## src/pkg/flash_host_map.svh

```systemverilog
// flash host controller constants: register offsets, fields, opcodes, timing
// assumes: included by bare name from package and design files
`ifndef FLASH_HOST_MAP_SVH
`define FLASH_HOST_MAP_SVH

// ---------------------------------------------------------------
// register offsets (byte addresses)
// ---------------------------------------------------------------
`define REG_CTRL 12'h000
`define REG_ADDR 12'h004
`define REG_WDATA 12'h008
`define REG_RDATA 12'h00C
`define REG_STAT 12'h010
`define REG_LEN 12'h014

// ---------------------------------------------------------------
// control and status fields
// ---------------------------------------------------------------
`define CTRL_OP_LSB 0
`define CTRL_OP_MSB 7
`define CTRL_START 8
`define CTRL_LONG_DUMMY 9
`define CTRL_HW_RESET 10
`define CTRL_QUAD_CMD 11
`define CTRL_MODE3 12
`define STAT_BUSY 0
`define STAT_DONE 1
`define STAT_QCM 2
`define STAT_REJECT 3

// ---------------------------------------------------------------
// opcodes
// ---------------------------------------------------------------
`define OP_READ 8'h03
`define OP_FAST_READ 8'h0B
`define OP_DUAL_OUT 8'h3B
`define OP_DUAL_IO 8'hBB
`define OP_QUAD_OUT 8'h6B
`define OP_QUAD_IO 8'hEB
`define OP_QUAD_WORD 8'hE7
`define OP_SECTOR_ERASE 8'h20
`define OP_HALF_BLOCK_ERASE 8'h52
`define OP_FULL_BLOCK_ERASE 8'hD8
`define OP_CHIP_ERASE_A 8'h60
`define OP_CHIP_ERASE_B 8'hC7
`define OP_PAGE_WRITE 8'h02
`define OP_QUAD_PAGE_WRITE 8'h32
`define OP_SUSPEND 8'h75
`define OP_RESUME 8'h7A
`define OP_LATCH_SET 8'h06
`define OP_LATCH_CLEAR 8'h04
`define OP_VOLATILE_WE 8'h50
`define OP_BLOCK_LOCK 8'h36
`define OP_BLOCK_UNLOCK 8'h39
`define OP_LOCK_STATUS 8'h3D
`define OP_GLOBAL_LOCK 8'h7E
`define OP_GLOBAL_UNLOCK 8'h98
`define OP_SEC_ERASE 8'h44
`define OP_SEC_WRITE 8'h42
`define OP_SEC_READ 8'h48
`define OP_CLEAR_ARM 8'h66
`define OP_CLEAR_GO 8'h99
`define OP_QCM_ENTER 8'h38
`define OP_QCM_EXIT 8'hFF
`define OP_STATUS_READ 8'h05

// ---------------------------------------------------------------
// timing
// ---------------------------------------------------------------
`define CLK_PERIOD_NS 100
`define RECOVERY_US 30
`define RECOVERY_CYC ((`RECOVERY_US * 1000 + `CLK_PERIOD_NS - 1) / `CLK_PERIOD_NS)
`define EXT_CLEAR_PULSE_MIN_US 1
`define EXT_CLEAR_CYC ((`EXT_CLEAR_PULSE_MIN_US * 1000 + `CLK_PERIOD_NS - 1) / `CLK_PERIOD_NS)
`define SCLK_HALF_DIV 4'h4

`endif

```

## src/pkg/flash_host_pkg.sv

```systemverilog
// flash host controller types
// assumes: map header on include path
`include "flash_host_map.svh"
package flash_host_pkg;
    typedef enum logic [3:0] {
        ST_IDLE = 4'b0000,
        ST_OPCODE = 4'b0001,
        ST_ADDR = 4'b0011,
        ST_DUMMY = 4'b0010,
        ST_DATA = 4'b0110,
        ST_DESELECT = 4'b0111,
        ST_RECOVER = 4'b0101,
        ST_HWRESET = 4'b0100
    } host_state_t;
    typedef enum logic [1:0] {
        LANES_1 = 2'b00,
        LANES_2 = 2'b01,
        LANES_4 = 2'b10
    } lanes_t;
endpackage : flash_host_pkg

```

## src/sclk_divider.sv

```systemverilog
// serial clock divider: toggles sclk, flags rise and fall edges
// assumes: run high only while a frame is active
`timescale 1ns/1ps
`default_nettype none
`include "flash_host_map.svh"
module sclk_divider
    import flash_host_pkg::*;
(
    input wire logic clk_sys,
    input wire logic rst_n,
    input wire logic run,
    input wire logic idle_high,
    output logic sclk,
    output logic rise,
    output logic fall
);
    logic [3:0] count;
    logic tick;
    assign tick = run && (count == `SCLK_HALF_DIV - 4'h1);
    assign rise = tick && (sclk == 1'b0);
    assign fall = tick && (sclk == 1'b1);

    always_ff @(posedge clk_sys or negedge rst_n) begin
        if (!rst_n) begin
            count <= 4'h0;
        end else if (!run || tick) begin
            count <= 4'h0;
        end else begin
            count <= count + 4'h1;
        end
    end

    always_ff @(posedge clk_sys or negedge rst_n) begin
        if (!rst_n) begin
            sclk <= 1'b0;
        end else if (tick) begin
            sclk <= ~sclk;
        end else if (!run) begin
            sclk <= idle_high;
        end
    end
endmodule : sclk_divider
`default_nettype wire

```

## src/flash_host_ctrl.sv

```systemverilog
// host controller for a serial nor flash, apb slave for software
// assumes: device pins joined by the bench; io pins resolved from enables
//
// Behaviour
// RL1: software polls status before next command
// RL2: host treats unknown opcode as no response
// RL3: drive on falling edge, sample on rising
// RL4: clock idles low (mode 0) or high (mode 3)
// RL5: reads may end after any output bit
// RL6: write-type commands end on byte boundary
// RL7: host blocks array access while busy
// RL8: 3Bh dual out, BBh dual io with dummies
// RL9: 6Bh quad out, EBh quad io with dummies
// RL10: 38h enters quad command mode, FFh leaves
// RL11: reset returns host to serial mode
// RL12: opcode on rising edges only
// RL13: soft reset is 66h then 99h
// RL14: wait 30us after soft reset
// RL15: reset pin low at least 1us
// RL16: 03h no dummies, 0Bh eight dummies
// RL17: E7h three address, four dummies
// RL18: erases take address, chip erase none
// RL19: program takes address and data bytes
// RL20: latch and volatile enables take nothing
// RL21: block lock commands take address
// RL22: security read has eight dummies
//
// The register addresses and register access over APB were left to the implementer.
`timescale 1ns/1ps
`default_nettype none
`include "flash_host_map.svh"
module flash_host_ctrl
    import flash_host_pkg::*;
(
    input wire logic clk_sys,
    input wire logic rst_n,
    input wire logic psel,
    input wire logic penable,
    input wire logic pwrite,
    input wire logic [11:0] paddr,
    input wire logic [31:0] pwdata,
    output logic [31:0] prdata,
    output logic pready,
    output logic pslverr,
    output logic cs_n,
    output logic sclk,
    output logic reset_n,
    output logic [3:0] io_out,
    output logic [3:0] io_oe,
    input wire logic [3:0] io_in
);
    host_state_t state;
    lanes_t lanes;
    logic [7:0] opcode;
    logic [23:0] addr;
    logic [31:0] wdata;
    logic [31:0] rdata;
    logic [7:0] len;
    logic long_dummy, mode3, qcm, done, reject, armed, write_busy;
    logic [31:0] shreg;
    logic [5:0] bits_left;
    logic [7:0] bytes_left;
    logic [9:0] wait_cnt;
    logic [3:0] io_s1, io_s2, io_s3;
    logic sck_rise, sck_fall, run;
    logic is_read, has_addr, has_data, is_dual, is_quad, is_array;
    logic [4:0] dummy_cyc;
    logic access, wr_acc, start;

    assign access = psel && penable;
    assign wr_acc = access && pwrite;
    assign pready = 1'b1;
    assign pslverr = 1'b0;
    assign start = wr_acc && (paddr == `REG_CTRL) && pwdata[`CTRL_START];

    // ---------------------------------------------------------------
    // opcode decode
    // ---------------------------------------------------------------
    always_comb begin
        is_read = 1'b0;
        has_addr = 1'b0;
        has_data = 1'b0;
        is_dual = 1'b0;
        is_quad = 1'b0;
        dummy_cyc = 5'd0;
        case (opcode)
            `OP_READ: begin is_read = 1'b1; has_addr = 1'b1; end // [RL16]
            `OP_FAST_READ, `OP_SEC_READ: begin // [RL16] [RL22]
                is_read = 1'b1; has_addr = 1'b1; dummy_cyc = 5'd8;
            end
            `OP_DUAL_OUT: begin is_read = 1'b1; has_addr = 1'b1; dummy_cyc = 5'd8; end // [RL8]
            `OP_DUAL_IO: begin // [RL8]
                is_read = 1'b1; has_addr = 1'b1; is_dual = 1'b1;
                dummy_cyc = long_dummy ? 5'd8 : 5'd4;
            end
            `OP_QUAD_OUT: begin is_read = 1'b1; has_addr = 1'b1; dummy_cyc = 5'd8; end // [RL9]
            `OP_QUAD_IO: begin // [RL9]
                is_read = 1'b1; has_addr = 1'b1; is_quad = 1'b1;
                dummy_cyc = long_dummy ? 5'd10 : 5'd6;
            end
            `OP_QUAD_WORD: begin // [RL17]
                is_read = 1'b1; has_addr = 1'b1; is_quad = 1'b1; dummy_cyc = 5'd4;
            end
            `OP_LOCK_STATUS: begin is_read = 1'b1; has_addr = 1'b1; end // [RL21]
            `OP_STATUS_READ: is_read = 1'b1; // [RL1]
            `OP_SECTOR_ERASE, `OP_HALF_BLOCK_ERASE, `OP_FULL_BLOCK_ERASE,
            `OP_BLOCK_LOCK, `OP_BLOCK_UNLOCK, `OP_SEC_ERASE: has_addr = 1'b1; // [RL18] [RL21]
            `OP_PAGE_WRITE, `OP_QUAD_PAGE_WRITE, `OP_SEC_WRITE: begin // [RL19] [RL22]
                has_addr = 1'b1; has_data = 1'b1;
            end
            default: ; // [RL20] opcode only
        endcase
    end
    assign is_array = has_addr && (opcode != `OP_LOCK_STATUS);

    // ---------------------------------------------------------------
    // apb registers
    // ---------------------------------------------------------------
    always_ff @(posedge clk_sys or negedge rst_n) begin
        if (!rst_n) begin
            opcode <= 8'h00;
            long_dummy <= 1'b0;
            mode3 <= 1'b0;
            addr <= 24'h00_0000;
            wdata <= 32'h0000_0000;
            len <= 8'h01;
        end else if (wr_acc && state == ST_IDLE) begin
            if (paddr == `REG_CTRL) begin
                opcode <= pwdata[`CTRL_OP_MSB:`CTRL_OP_LSB];
                long_dummy <= pwdata[`CTRL_LONG_DUMMY];
                mode3 <= pwdata[`CTRL_MODE3];
            end else if (paddr == `REG_ADDR) begin
                addr <= pwdata[23:0];
            end else if (paddr == `REG_WDATA) begin
                wdata <= pwdata;
            end else if (paddr == `REG_LEN) begin
                len <= pwdata[7:0];
            end
        end
    end

    always_comb begin
        prdata = 32'h0000_0000;
        if (paddr == `REG_CTRL) begin
            prdata = {19'h0_0000, mode3, qcm, 1'b0, long_dummy, 1'b0, opcode};
        end else if (paddr == `REG_ADDR) begin
            prdata = {8'h00, addr};
        end else if (paddr == `REG_WDATA) begin
            prdata = wdata;
        end else if (paddr == `REG_RDATA) begin
            prdata = rdata;
        end else if (paddr == `REG_STAT) begin
            prdata = {27'h000_0000, write_busy, reject, qcm, done, state != ST_IDLE};
        end else if (paddr == `REG_LEN) begin
            prdata = {24'h00_0000, len};
        end
    end

    // ---------------------------------------------------------------
    // io input sync, three flops, last flop sampled
    // ---------------------------------------------------------------
    always_ff @(posedge clk_sys or negedge rst_n) begin
        if (!rst_n) begin
            io_s1 <= 4'h0;
            io_s2 <= 4'h0;
            io_s3 <= 4'h0;
        end else begin
            io_s1 <= io_in;
            io_s2 <= io_s1;
            io_s3 <= io_s2;
        end
    end

    assign run = (state == ST_OPCODE) || (state == ST_ADDR) || (state == ST_DUMMY)
        || (state == ST_DATA);

    sclk_divider u_div (
        .clk_sys(clk_sys),
        .rst_n(rst_n),
        .run(run),
        .idle_high(mode3), // [RL4]
        .sclk(sclk),
        .rise(sck_rise),
        .fall(sck_fall)
    );

    function automatic logic [5:0] step(input lanes_t l);
        step = (l == LANES_4) ? 6'd4 : (l == LANES_2) ? 6'd2 : 6'd1;
    endfunction : step

    // ---------------------------------------------------------------
    // frame sequencer
    // ---------------------------------------------------------------
    always_ff @(posedge clk_sys or negedge rst_n) begin
        if (!rst_n) begin
            state <= ST_IDLE;
            cs_n <= 1'b1;
            reset_n <= 1'b1;
            lanes <= LANES_1;
            shreg <= 32'h0000_0000;
            bits_left <= 6'd0;
            bytes_left <= 8'h00;
            wait_cnt <= 10'd0;
            rdata <= 32'h0000_0000;
            qcm <= 1'b0;
            done <= 1'b0;
            reject <= 1'b0;
            armed <= 1'b0;
            write_busy <= 1'b0;
            io_out <= 4'h0;
            io_oe <= 4'h0;
        end else begin
            case (state)
                ST_IDLE: begin
                    io_oe <= 4'h0;
                    if (wr_acc && paddr == `REG_CTRL && pwdata[`CTRL_HW_RESET]) begin
                        reset_n <= 1'b0; // [RL15]
                        wait_cnt <= 10'(`EXT_CLEAR_CYC);
                        state <= ST_HWRESET;
                        done <= 1'b0;
                    end else if (start) begin
                        done <= 1'b0;
                        reject <= 1'b0;
                        if (write_busy && pwdata[7:0] != `OP_STATUS_READ
                            && pwdata[7:0] != `OP_SUSPEND) begin
                            reject <= 1'b1; // [RL7] [RL1]
                            done <= 1'b1;
                        end else begin
                            cs_n <= 1'b0;
                            lanes <= qcm ? LANES_4 : LANES_1; // [RL10]
                            shreg <= {pwdata[7:0], 24'h00_0000};
                            bits_left <= 6'd8;
                            state <= ST_OPCODE;
                        end
                    end
                end
                ST_OPCODE, ST_ADDR, ST_DUMMY, ST_DATA: begin
                    if (sck_fall || (state == ST_OPCODE && bits_left == 6'd8 && !sclk
                        && io_oe == 4'h0)) begin
                        // drive next lanes while sclk low [RL3]
                        if (!(state == ST_DATA && is_read) && state != ST_DUMMY) begin
                            io_oe <= (lanes == LANES_4) ? 4'hF : (lanes == LANES_2) ? 4'h3 : 4'h1;
                            io_out <= (lanes == LANES_4) ? shreg[31:28]
                                : (lanes == LANES_2) ? {2'b00, shreg[31:30]}
                                : {3'b000, shreg[31]};
                        end else begin
                            io_oe <= 4'h0;
                        end
                    end
                    if (sck_rise) begin // [RL3] [RL12]
                        if (state == ST_DATA && is_read) begin
                            shreg <= (lanes == LANES_4) ? {shreg[27:0], io_s3}
                                : (lanes == LANES_2) ? {shreg[29:0], io_s3[1:0]}
                                : {shreg[30:0], io_s3[1]};
                        end else begin
                            shreg <= shreg << step(lanes);
                        end
                        bits_left <= bits_left - ((state == ST_DUMMY) ? 6'd1 : step(lanes));
                        if (bits_left == ((state == ST_DUMMY) ? 6'd1 : step(lanes))) begin
                            case (state)
                                ST_OPCODE: begin
                                    if (has_addr) begin
                                        state <= ST_ADDR;
                                        shreg <= {addr, 8'h00};
                                        bits_left <= 6'd24;
                                        if (is_dual) lanes <= LANES_2; // [RL8]
                                        if (is_quad) lanes <= LANES_4; // [RL9]
                                    end else if (is_read) begin
                                        state <= ST_DATA;
                                        bits_left <= 6'd8;
                                        bytes_left <= len;
                                    end else begin
                                        state <= ST_DESELECT; // [RL6] [RL20]
                                    end
                                end
                                ST_ADDR: begin
                                    if (dummy_cyc != 5'd0) begin
                                        state <= ST_DUMMY;
                                        bits_left <= {1'b0, dummy_cyc};
                                    end else begin
                                        state <= (is_read || has_data) ? ST_DATA : ST_DESELECT;
                                        bits_left <= 6'd8;
                                        bytes_left <= len;
                                        shreg <= wdata;
                                        if (opcode == `OP_QUAD_PAGE_WRITE) lanes <= LANES_4; // [RL19]
                                    end
                                end
                                ST_DUMMY: begin
                                    state <= ST_DATA;
                                    bits_left <= 6'd8;
                                    bytes_left <= len;
                                    if (opcode == `OP_DUAL_OUT) lanes <= LANES_2;
                                    if (opcode == `OP_QUAD_OUT) lanes <= LANES_4;
                                end
                                default: begin
                                    bits_left <= 6'd8;
                                    bytes_left <= bytes_left - 8'h01;
                                    // write data: next byte already shifted to the top
                                    if (is_read) begin
                                        if (lanes == LANES_4) begin
                                            rdata <= {rdata[23:0], shreg[3:0], io_s3};
                                        end else if (lanes == LANES_2) begin
                                            rdata <= {rdata[23:0], shreg[5:0], io_s3[1:0]};
                                        end else begin
                                            rdata <= {rdata[23:0], shreg[6:0], io_s3[1]};
                                        end
                                    end
                                    if (bytes_left == 8'h01) state <= ST_DESELECT; // [RL5] [RL6]
                                end
                            endcase
                        end
                    end
                end
                ST_DESELECT: begin
                    cs_n <= 1'b1;
                    io_oe <= 4'h0;
                    lanes <= LANES_1;
                    done <= 1'b1;
                    armed <= (opcode == `OP_CLEAR_ARM); // [RL13]
                    if (opcode == `OP_QCM_ENTER) qcm <= 1'b1; // [RL10]
                    if (opcode == `OP_QCM_EXIT) qcm <= 1'b0; // [RL10]
                    if ((is_array && !is_read) || opcode == `OP_CHIP_ERASE_A
                        || opcode == `OP_CHIP_ERASE_B) write_busy <= 1'b1; // [RL7]
                    if (opcode == `OP_STATUS_READ && !rdata[0]) write_busy <= 1'b0;
                    if (opcode == `OP_CLEAR_GO && armed) begin
                        qcm <= 1'b0; // [RL11] [RL13]
                        write_busy <= 1'b0;
                        wait_cnt <= 10'(`RECOVERY_CYC);
                        state <= ST_RECOVER;
                    end else begin
                        state <= ST_IDLE;
                    end
                end
                ST_RECOVER: begin
                    wait_cnt <= wait_cnt - 10'd1; // [RL14]
                    if (wait_cnt == 10'd1) state <= ST_IDLE;
                end
                default: begin
                    wait_cnt <= wait_cnt - 10'd1;
                    if (wait_cnt == 10'd1) begin
                        reset_n <= 1'b1; // [RL15]
                        qcm <= 1'b0; // [RL11]
                        armed <= 1'b0;
                        write_busy <= 1'b0;
                        done <= 1'b1;
                        state <= ST_RECOVER;
                        wait_cnt <= 10'(`RECOVERY_CYC);
                    end
                end
            endcase
        end
    end

    // ---------------------------------------------------------------
    // checks
    // ---------------------------------------------------------------
    recover_len_a: assert property (@(posedge clk_sys) disable iff (!rst_n) // [RL14]
        $rose(state == ST_RECOVER) |-> (state == ST_RECOVER)[*8])
        else $error("recovery ended early");
    hw_pulse_a: assert property (@(posedge clk_sys) disable iff (!rst_n) // [RL15]
        $fell(reset_n) |-> !reset_n[*8] ##1 !reset_n[*2])
        else $error("reset pulse too short");
    cs_idle_a: assert property (@(posedge clk_sys) disable iff (!rst_n) // [RL6]
        state == ST_IDLE |-> cs_n)
        else $error("chip select low in idle");
    sclk_park_a: assert property (@(posedge clk_sys) disable iff (!rst_n) // [RL4]
        (state == ST_IDLE && !run && $past(state) == ST_IDLE) |-> sclk == $past(mode3))
        else $error("clock not parked");
    drive_low_a: assert property (@(posedge clk_sys) disable iff (!rst_n) // [RL3]
        $changed(io_out) && !cs_n |-> !sclk)
        else $error("io changed while clock high");
    busy_block_a: assert property (@(posedge clk_sys) disable iff (!rst_n) // [RL7]
        (state == ST_IDLE && start && write_busy && pwdata[7:0] == `OP_READ) |=> reject && cs_n)
        else $error("array access while busy");
    qcm_reset_a: assert property (@(posedge clk_sys) disable iff (!rst_n) // [RL11]
        $rose(state == ST_RECOVER) |-> !qcm)
        else $error("quad command mode kept");
    quad_lanes_a: assert property (@(posedge clk_sys) disable iff (!rst_n) // [RL10]
        (state == ST_OPCODE && qcm) |-> lanes == LANES_4)
        else $error("opcode not on four lanes");
    read_c: cover property (@(posedge clk_sys) state == ST_DATA && is_read);
    write_c: cover property (@(posedge clk_sys) state == ST_DATA && has_data);
    soft_reset_c: cover property (@(posedge clk_sys) state == ST_RECOVER);
endmodule : flash_host_ctrl
`default_nettype wire

```

## config.mk

```make
export PLATFORM = sky130hd
export DESIGN_NAME = flash_host_ctrl
export DESIGN_NICKNAME = d
export VERILOG_FILES = /design/src/pkg/flash_host_pkg.sv /design/src/sclk_divider.sv /design/src/flash_host_ctrl.sv
export VERILOG_INCLUDE_DIRS = /design/src /design/src/pkg
export SDC_FILE = /design/constraint.sdc
export NUM_CORES = 1
export LEC_CHECK = 0
export BUFFER_PORTS_ARGS = -buffer_cell sky130_fd_sc_hd__buf_2
export CAP_MARGIN = 20
export CORE_UTILIZATION = 25
export DETAILED_ROUTE_END_ITERATION = 16
export PLACE_DENSITY_LB_ADDON = 0.12
export SETUP_SLACK_MARGIN = 0.05
export SLEW_MARGIN = 15
export SYNTH_ARGS = -nofsm -noshare
export SYNTH_HDL_FRONTEND = slang
export SYNTH_SLANG_ARGS = --single-unit
```

## constraint.sdc

```tcl
create_clock -name clk_sys -period 11 [get_ports clk_sys]
set_input_delay 0.55 -clock clk_sys [delete_from_list [all_inputs] [get_ports clk_sys]]
set_output_delay 0.55 -clock clk_sys [all_outputs]
set_load 0.03 [all_outputs]
```

; ---- Word level (Yosys, flattened, before mapping)
; Index checks and enable logic that the tools add are counted.
[totals]
output_inout_bits = 45
register_bits = 200
elab_cells = 299
[classes]
shift = 1
n_mux = 110
reduce_logical = 76
bitwise = 10
n_addsub = 4
eq_ne = 71
[op_table]
columns = operator, n
row1 = two-way mux 32 bit, 14
row2 = one-hot mux 32 bit (2 select lines), 2
row3 = two-way mux 4 bit, 15
row4 = equality test 8 x 6 -> 1 bit (second input constant), 7
row5 = equality test 8 x 7 -> 1 bit (second input constant), 7
row6 = equality test 8 bit (second input constant), 7
row7 = two-way mux 8 bit, 7
row8 = two-way mux 6 bit, 7
row9 = one-hot mux 10 bit (4 select lines), 1
row10 = two-way mux 2 bit, 16
row11 = one-hot mux 4 bit (4 select lines), 2
row12 = << shifter 32 x 6 -> 32 bit, 1
row13 = two-way mux 10 bit, 3
row14 = equality test 12 x 4 -> 1 bit (second input constant), 2
row15 = equality test 12 x 5 -> 1 bit (second input constant), 2
row16 = two-way mux 1 bit, 24
row17 = != test 2 bit (second input constant), 12
row18 = one-hot mux 6 bit (2 select lines), 2
row19 = one-hot mux 8 bit (3 select lines), 1
row20 = AND reduction 3 bit, 8
row21 = logical AND 1 bit, 20
row22 = != test 4 bit (second input constant), 5
row23 = OR reduction 18 bit, 1
row24 = equality test 8 x 2 -> 1 bit (second input constant), 2
row25 = 52 further kinds, 104

; ---- Longest topological paths before layout
[logic_depth]
word_depth = 11
depth_mapped = 17

; ---- Modules after synthesis
; From an unflattened synthesis, not the netlist that was laid out.
[unflattened]
hier_cells = 1289
hier_area_um2 = 12351.8
[by_module_without_submodules]
columns = mod, instances, area_per_inst_um2, cells_each
row1 = flash_host_ctrl, 1, 12105.4, 1267
row2 = sclk_divider, 1, 246.5, 22

; ---- Worst setup path before layout
; OpenSTA, ideal clock, no wires.
[synth_timing]
path_kind = register to register
start = register lanes[0]
end = register shreg[10]
period_less_slack_ps = 3615
t_arrival_ps = 3538
t_required_ps = 10923
setup_time_ps = 77
setup_slack_ps = 7385
stages_incl_launch_ff = 14
cell_sequence = dfrtp_1 inv_1 ha_1 clkbuf_1 clkbuf_1 clkbuf_1 clkbuf_1 o21ai_0 ha_1 nand4_1 nor4_1 buf_2 a221oi_1 a21oi_1
[synth_via]
elab_chain_len = 10
word_cells_on_any_way = 16
classes_between = eq/ne: 3 / shift: 1 / mux: 12
[synth_rtl]
columns = element, line_no
row1 = from (decl), flash_host_ctrl.sv:53  ; lanes_t lanes;
row2 = from (signal assigned), flash_host_ctrl.sv:230  ; lanes <= qcm ? LANES_4 : LANES_1;
row3 = equality test 2 x 1 -> 1 bit, "flash_host_ctrl.sv:188, flash_host_ctrl.sv:253"
row4 = two-way mux 2 bit, flash_host_ctrl.sv:188  ; step = (l == LANES_4) ? 6'd4 : (l == LANES_2) ? 6'd2 : 6'd1;
row5 = two-way mux 3 bit, flash_host_ctrl.sv:188
row6 = << shifter 32 x 6 -> 32 bit, flash_host_ctrl.sv:256  ; shreg <= shreg << step(lanes);
row7 = two-way mux 32 bit, flash_host_ctrl.sv:251  ; if (state == ST_DATA && is_read) begin
row8 = "two-way mux 32 bit, on equally long branches", "flash_host_ctrl.sv:277, flash_host_ctrl.sv:262"
row9 = one-hot mux 32 bit (2 select lines), flash_host_ctrl.sv:260  ; case (state)
row10 = two-way mux 32 bit (*), flash_host_ctrl.sv:259  ; if (bits_left == ((state == ST_DUMMY) ? 6'd1 : step(lanes))) begin
row11 = two-way mux 32 bit (*), flash_host_ctrl.sv:250  ; if (sck_rise) begin
row12 = one-hot mux 32 bit (2 select lines) (*), flash_host_ctrl.sv:213  ; case (state)
row13 = to (signal assigned), flash_host_ctrl.sv:252  ; shreg <= (lanes == LANES_4) ? {shreg[27:0], io_s3}
row14 = to (signal assigned), flash_host_ctrl.sv:256
row15 = to (signal assigned), flash_host_ctrl.sv:264  ; shreg <= {addr, 8'h00};
row16 = to (decl), flash_host_ctrl.sv:60  ; logic [31:0] shreg;
; Every way passes the cells marked *; elsewhere a longest branch is shown, timed or not. The select of a mux whose other input is x is not followed.
; A chain may end at the register's enable or synchronous reset.

; ---- Final worst setup path
[layout_timing]
start = register lanes[0]
end = register rdata[9]
[layout_via]
elab_chain_len = 6
word_cells_on_any_way = 7
classes_between = eq/ne: 3 / mux: 3 / reduce/logical: 1
[layout_rtl]
columns = element, line_no
row1 = equality test 2 x 1 -> 1 bit, flash_host_ctrl.sv:188
row2 = two-way mux 2 bit, flash_host_ctrl.sv:188
row3 = two-way mux 3 bit (*), flash_host_ctrl.sv:188
row4 = two-way mux 3 bit (*), flash_host_ctrl.sv:259
row5 = equality test 6 x 3 -> 1 bit (*), flash_host_ctrl.sv:259
row6 = AND reduction 5 bit (no line) (*), --
row7 = to (signal assigned), flash_host_ctrl.sv:301  ; rdata <= {rdata[23:0], shreg[3:0], io_s3};
row8 = to (signal assigned), flash_host_ctrl.sv:303  ; rdata <= {rdata[23:0], shreg[5:0], io_s3[1:0]};
row9 = to (signal assigned), flash_host_ctrl.sv:305  ; rdata <= {rdata[23:0], shreg[6:0], io_s3[1]};
row10 = to (decl), flash_host_ctrl.sv:57  ; logic [31:0] rdata;
; Every way passes the cells marked *; elsewhere a longest branch is shown, timed or not.

==> impl_metrics.toml <==
[worst_setup_path]
arrival_ns = 4.53
crit_chain = "inv_1, ha_2, buf_4, inv_1, o21ai_0, ha_1, nor2b_1, and4_1, nand3_1, nor2_2, nand2_1, nand2_1"
crit_path_end_kind = "flip-flop"
crit_family = "simple AND/OR/NAND/NOR gates"
worstPathMaxFanout = 43
start_kind = "flip-flop"
crit_slowest_cell = "nor2_2"
worst-endpoint-required_ns = 11.40
critical_path_class = "reg2reg"
cp.buffers_inverters = 3
critical_path.max_stage_delay_ns = 0.84
rrSetupSlack_ns = 6.88

[synth]
ys_types = 83
yosys_warnings = 0
yosysTopAreaCell = "dfrtp_1"
synthArstFlopShare_pct = 100
synth_ff_type = "dfrtp_1"
ys_seq_area_share_pct = 40.0
synth_commonest_cells = "dfrtp_1 (195), nand2_1 (172), nor2_1 (106)"
synth_area_leaders = "dfrtp_1 (39%), mux2_2 (6.8%), nand2_1 (5.2%)"
synth_edf_count = 0
yosysTopAreaCellShare_pct = 39.3
synth_fp_nets = 1388
ys_ff_latch = 198
syn_area_per_cell_um2 = 9.38
synth_cells = 1323
synth_area_mm2 = 0.0124
synth_most_common_cell = "dfrtp_1"

[sta]
timing.fmax_ghz = 0.243
fin_tns_setup_ns = 0
worst_pin_slew_ns = 1.03
period_share_pct = 37.5
hold_viol = 0
maxSlewViolCount = 0
fin_crit_ns = 4.12
setup_viol = 0
holdWs_ns = 0.0405
setup_slack_ns = 6.88
rsz0062_at_grt = "false"
fin_skew_ns = 0.0161
relSlewSlack_pct = 31.5

[global_routing]
antenna_found_initial = 0
grtUsageTotal_pct = 18.5
grt_pass1_wl_um = 69600
grt_max_degree = 78
grt_overflow_total = 0
grt_pass1_vias = 10300

[run]
maxCapViolations = 0

[clocking]
clk_pin_slew_ns = 0.08
insertion_delay_ns = 0.47
htree_levels = 4
numCtsBuffers = 17
cts_resized = 0
cts_tree = "done"
holdBufCountCts = 0
clk_path_buf_depth = 2
clock-sinks = 198
clock-root-buffer = "clkbuf_16"
postCtsSetupRepairBufs = 0

[pwr]
ir_drop_mv = 0.119
power.total_mw = 3.16
leakage_nw = 6.35
power_density_mw_per_mm2 = 224

[finish]
multiInputGateArea_mm2 = 0.00691
fill_cells = 5187
stdcell_count = 2038
area_growth_pct = 13.6
finalInstanceArea_mm2 = 0.0141
nets = 1426
seqCellArea_mm2 = 0.00496
drive_gt1_share_pct = 22.3
diodes = 0
utilization_pct = 28.8

[placed_design]
dpl.hpwl_um = 32800
place_congestion = 0.817
placed_cell_area_mm2 = 0.0135
port_buffers = 95
placedCellCount = 2005
dpl_worst_slack_ns = 6.91

[routing]
wl_per_cell_um = 22.5
viasPerCell = 5.23
dr.pass1.iters = 6
postRouteWirelength_um = 45800
ant_nets = 0
drt_iter0_markers = 947
vias = 10700
drc_errors = 0

[floorplanning]
core_mm2 = 0.0490
io_pins = 98
die_y_um = 225
rows = 81
initial_core_util_pct = 25.3
die_area_mm2 = 0.0505
die_w_um = 225

[min_path]
hp-class = "in2async"

[run_status]
outcome = "finished, final reports clean"
## sequential cells by signal, summed over array words and instances (netlist names), 6 cells and up, named ones only
| signal | count |
|---|---|
| rdata | 32 |
| shreg | 32 |
| wdata | 32 |
| addr | 24 |
| wait_cnt | 10 |
| bytes_left | 8 |
| len | 8 |
| opcode | 8 |
| bits_left | 6 |
## cells in the final DEF, fill, tap and decap left out, drive strengths merged, types with 8 or more instances in the layout
cell type / netlist / final
mux2i: 59 / 59
nor2b: 12 / 12
a211oi: 18 / 18
nand4: 8 / 8
nand3: 27 / 27
or3: 13 / 13
a21oi: 92 / 92
a22o: 12 / 12
o21ai: 117 / 117
nand2: 172 / 172
o211a: 11 / 11
mux4: 17 / 17
clkbuf: 62 / 20
nor3: 28 / 28
o31ai: 8 / 8
mux2: 82 / 82
buf: 37 / 118
a31oi: 10 / 10
a221oi: 27 / 27
inv: 33 / 40
nor2: 108 / 108
ha: 11 / 11
nand2b: 10 / 10
nor4: 13 / 13
a22oi: 12 / 12
a222oi: 24 / 24
dfrtp: 195 / 195
## layer usage
metal  track usage [%]  vias to the layer above  share of wire [%]
li1                  -                     4978                  -
met4              4.59                        0                1.3
met2              27.9                      259                 45
met5                 0                        -                  0
met3              2.09                       22                3.6
met1              27.8                     5402                 50
## power breakdown
part / internal, mW / switching, mW
combinational: 0.595 / 0.877
clock: 0.316 / 0.330
sequential: 0.829 / 0.210
## cell type report
cell class / count / area share (%)
sequential: 198 / 35.2
tap: 664 / 5.89
inverter: 35 / 0.932
multi-input combinational: 991 / 49.0
clock inverter: 12 / 0.941
timing repair buffer: 118 / 4.81
clock buffer: 20 / 3.24
## final timing paths
path / from / endpoint / depth (start not counted)
worst max-delay path: lanes[0] / rdata[9] / 12
worst max register to register: lanes[0] / rdata[9] / 12
worst min-delay path: rst_n / wait_cnt[4] / 1
worst min register to register: io_s2[0] / io_s3[0] / 0
max in group asynchronous: rst_n / wdata[7] / 4
min in group clk_sys: io_in[2] / io_s1[2] / 1
## kinds of logic after synthesis
| logic type | synth area share [%] |
|---|---|
| simple gates | 16.2 |
| flops | 40.0 |
| fa+ha+maj | 1.27 |
| other cells | 0.0605 |
| xor+xnor | 0.565 |
| buf+inv | 4.71 |
| mux | 15.3 |
| compound gates | 21.9 |
Power figures use the tool's default switching activity.
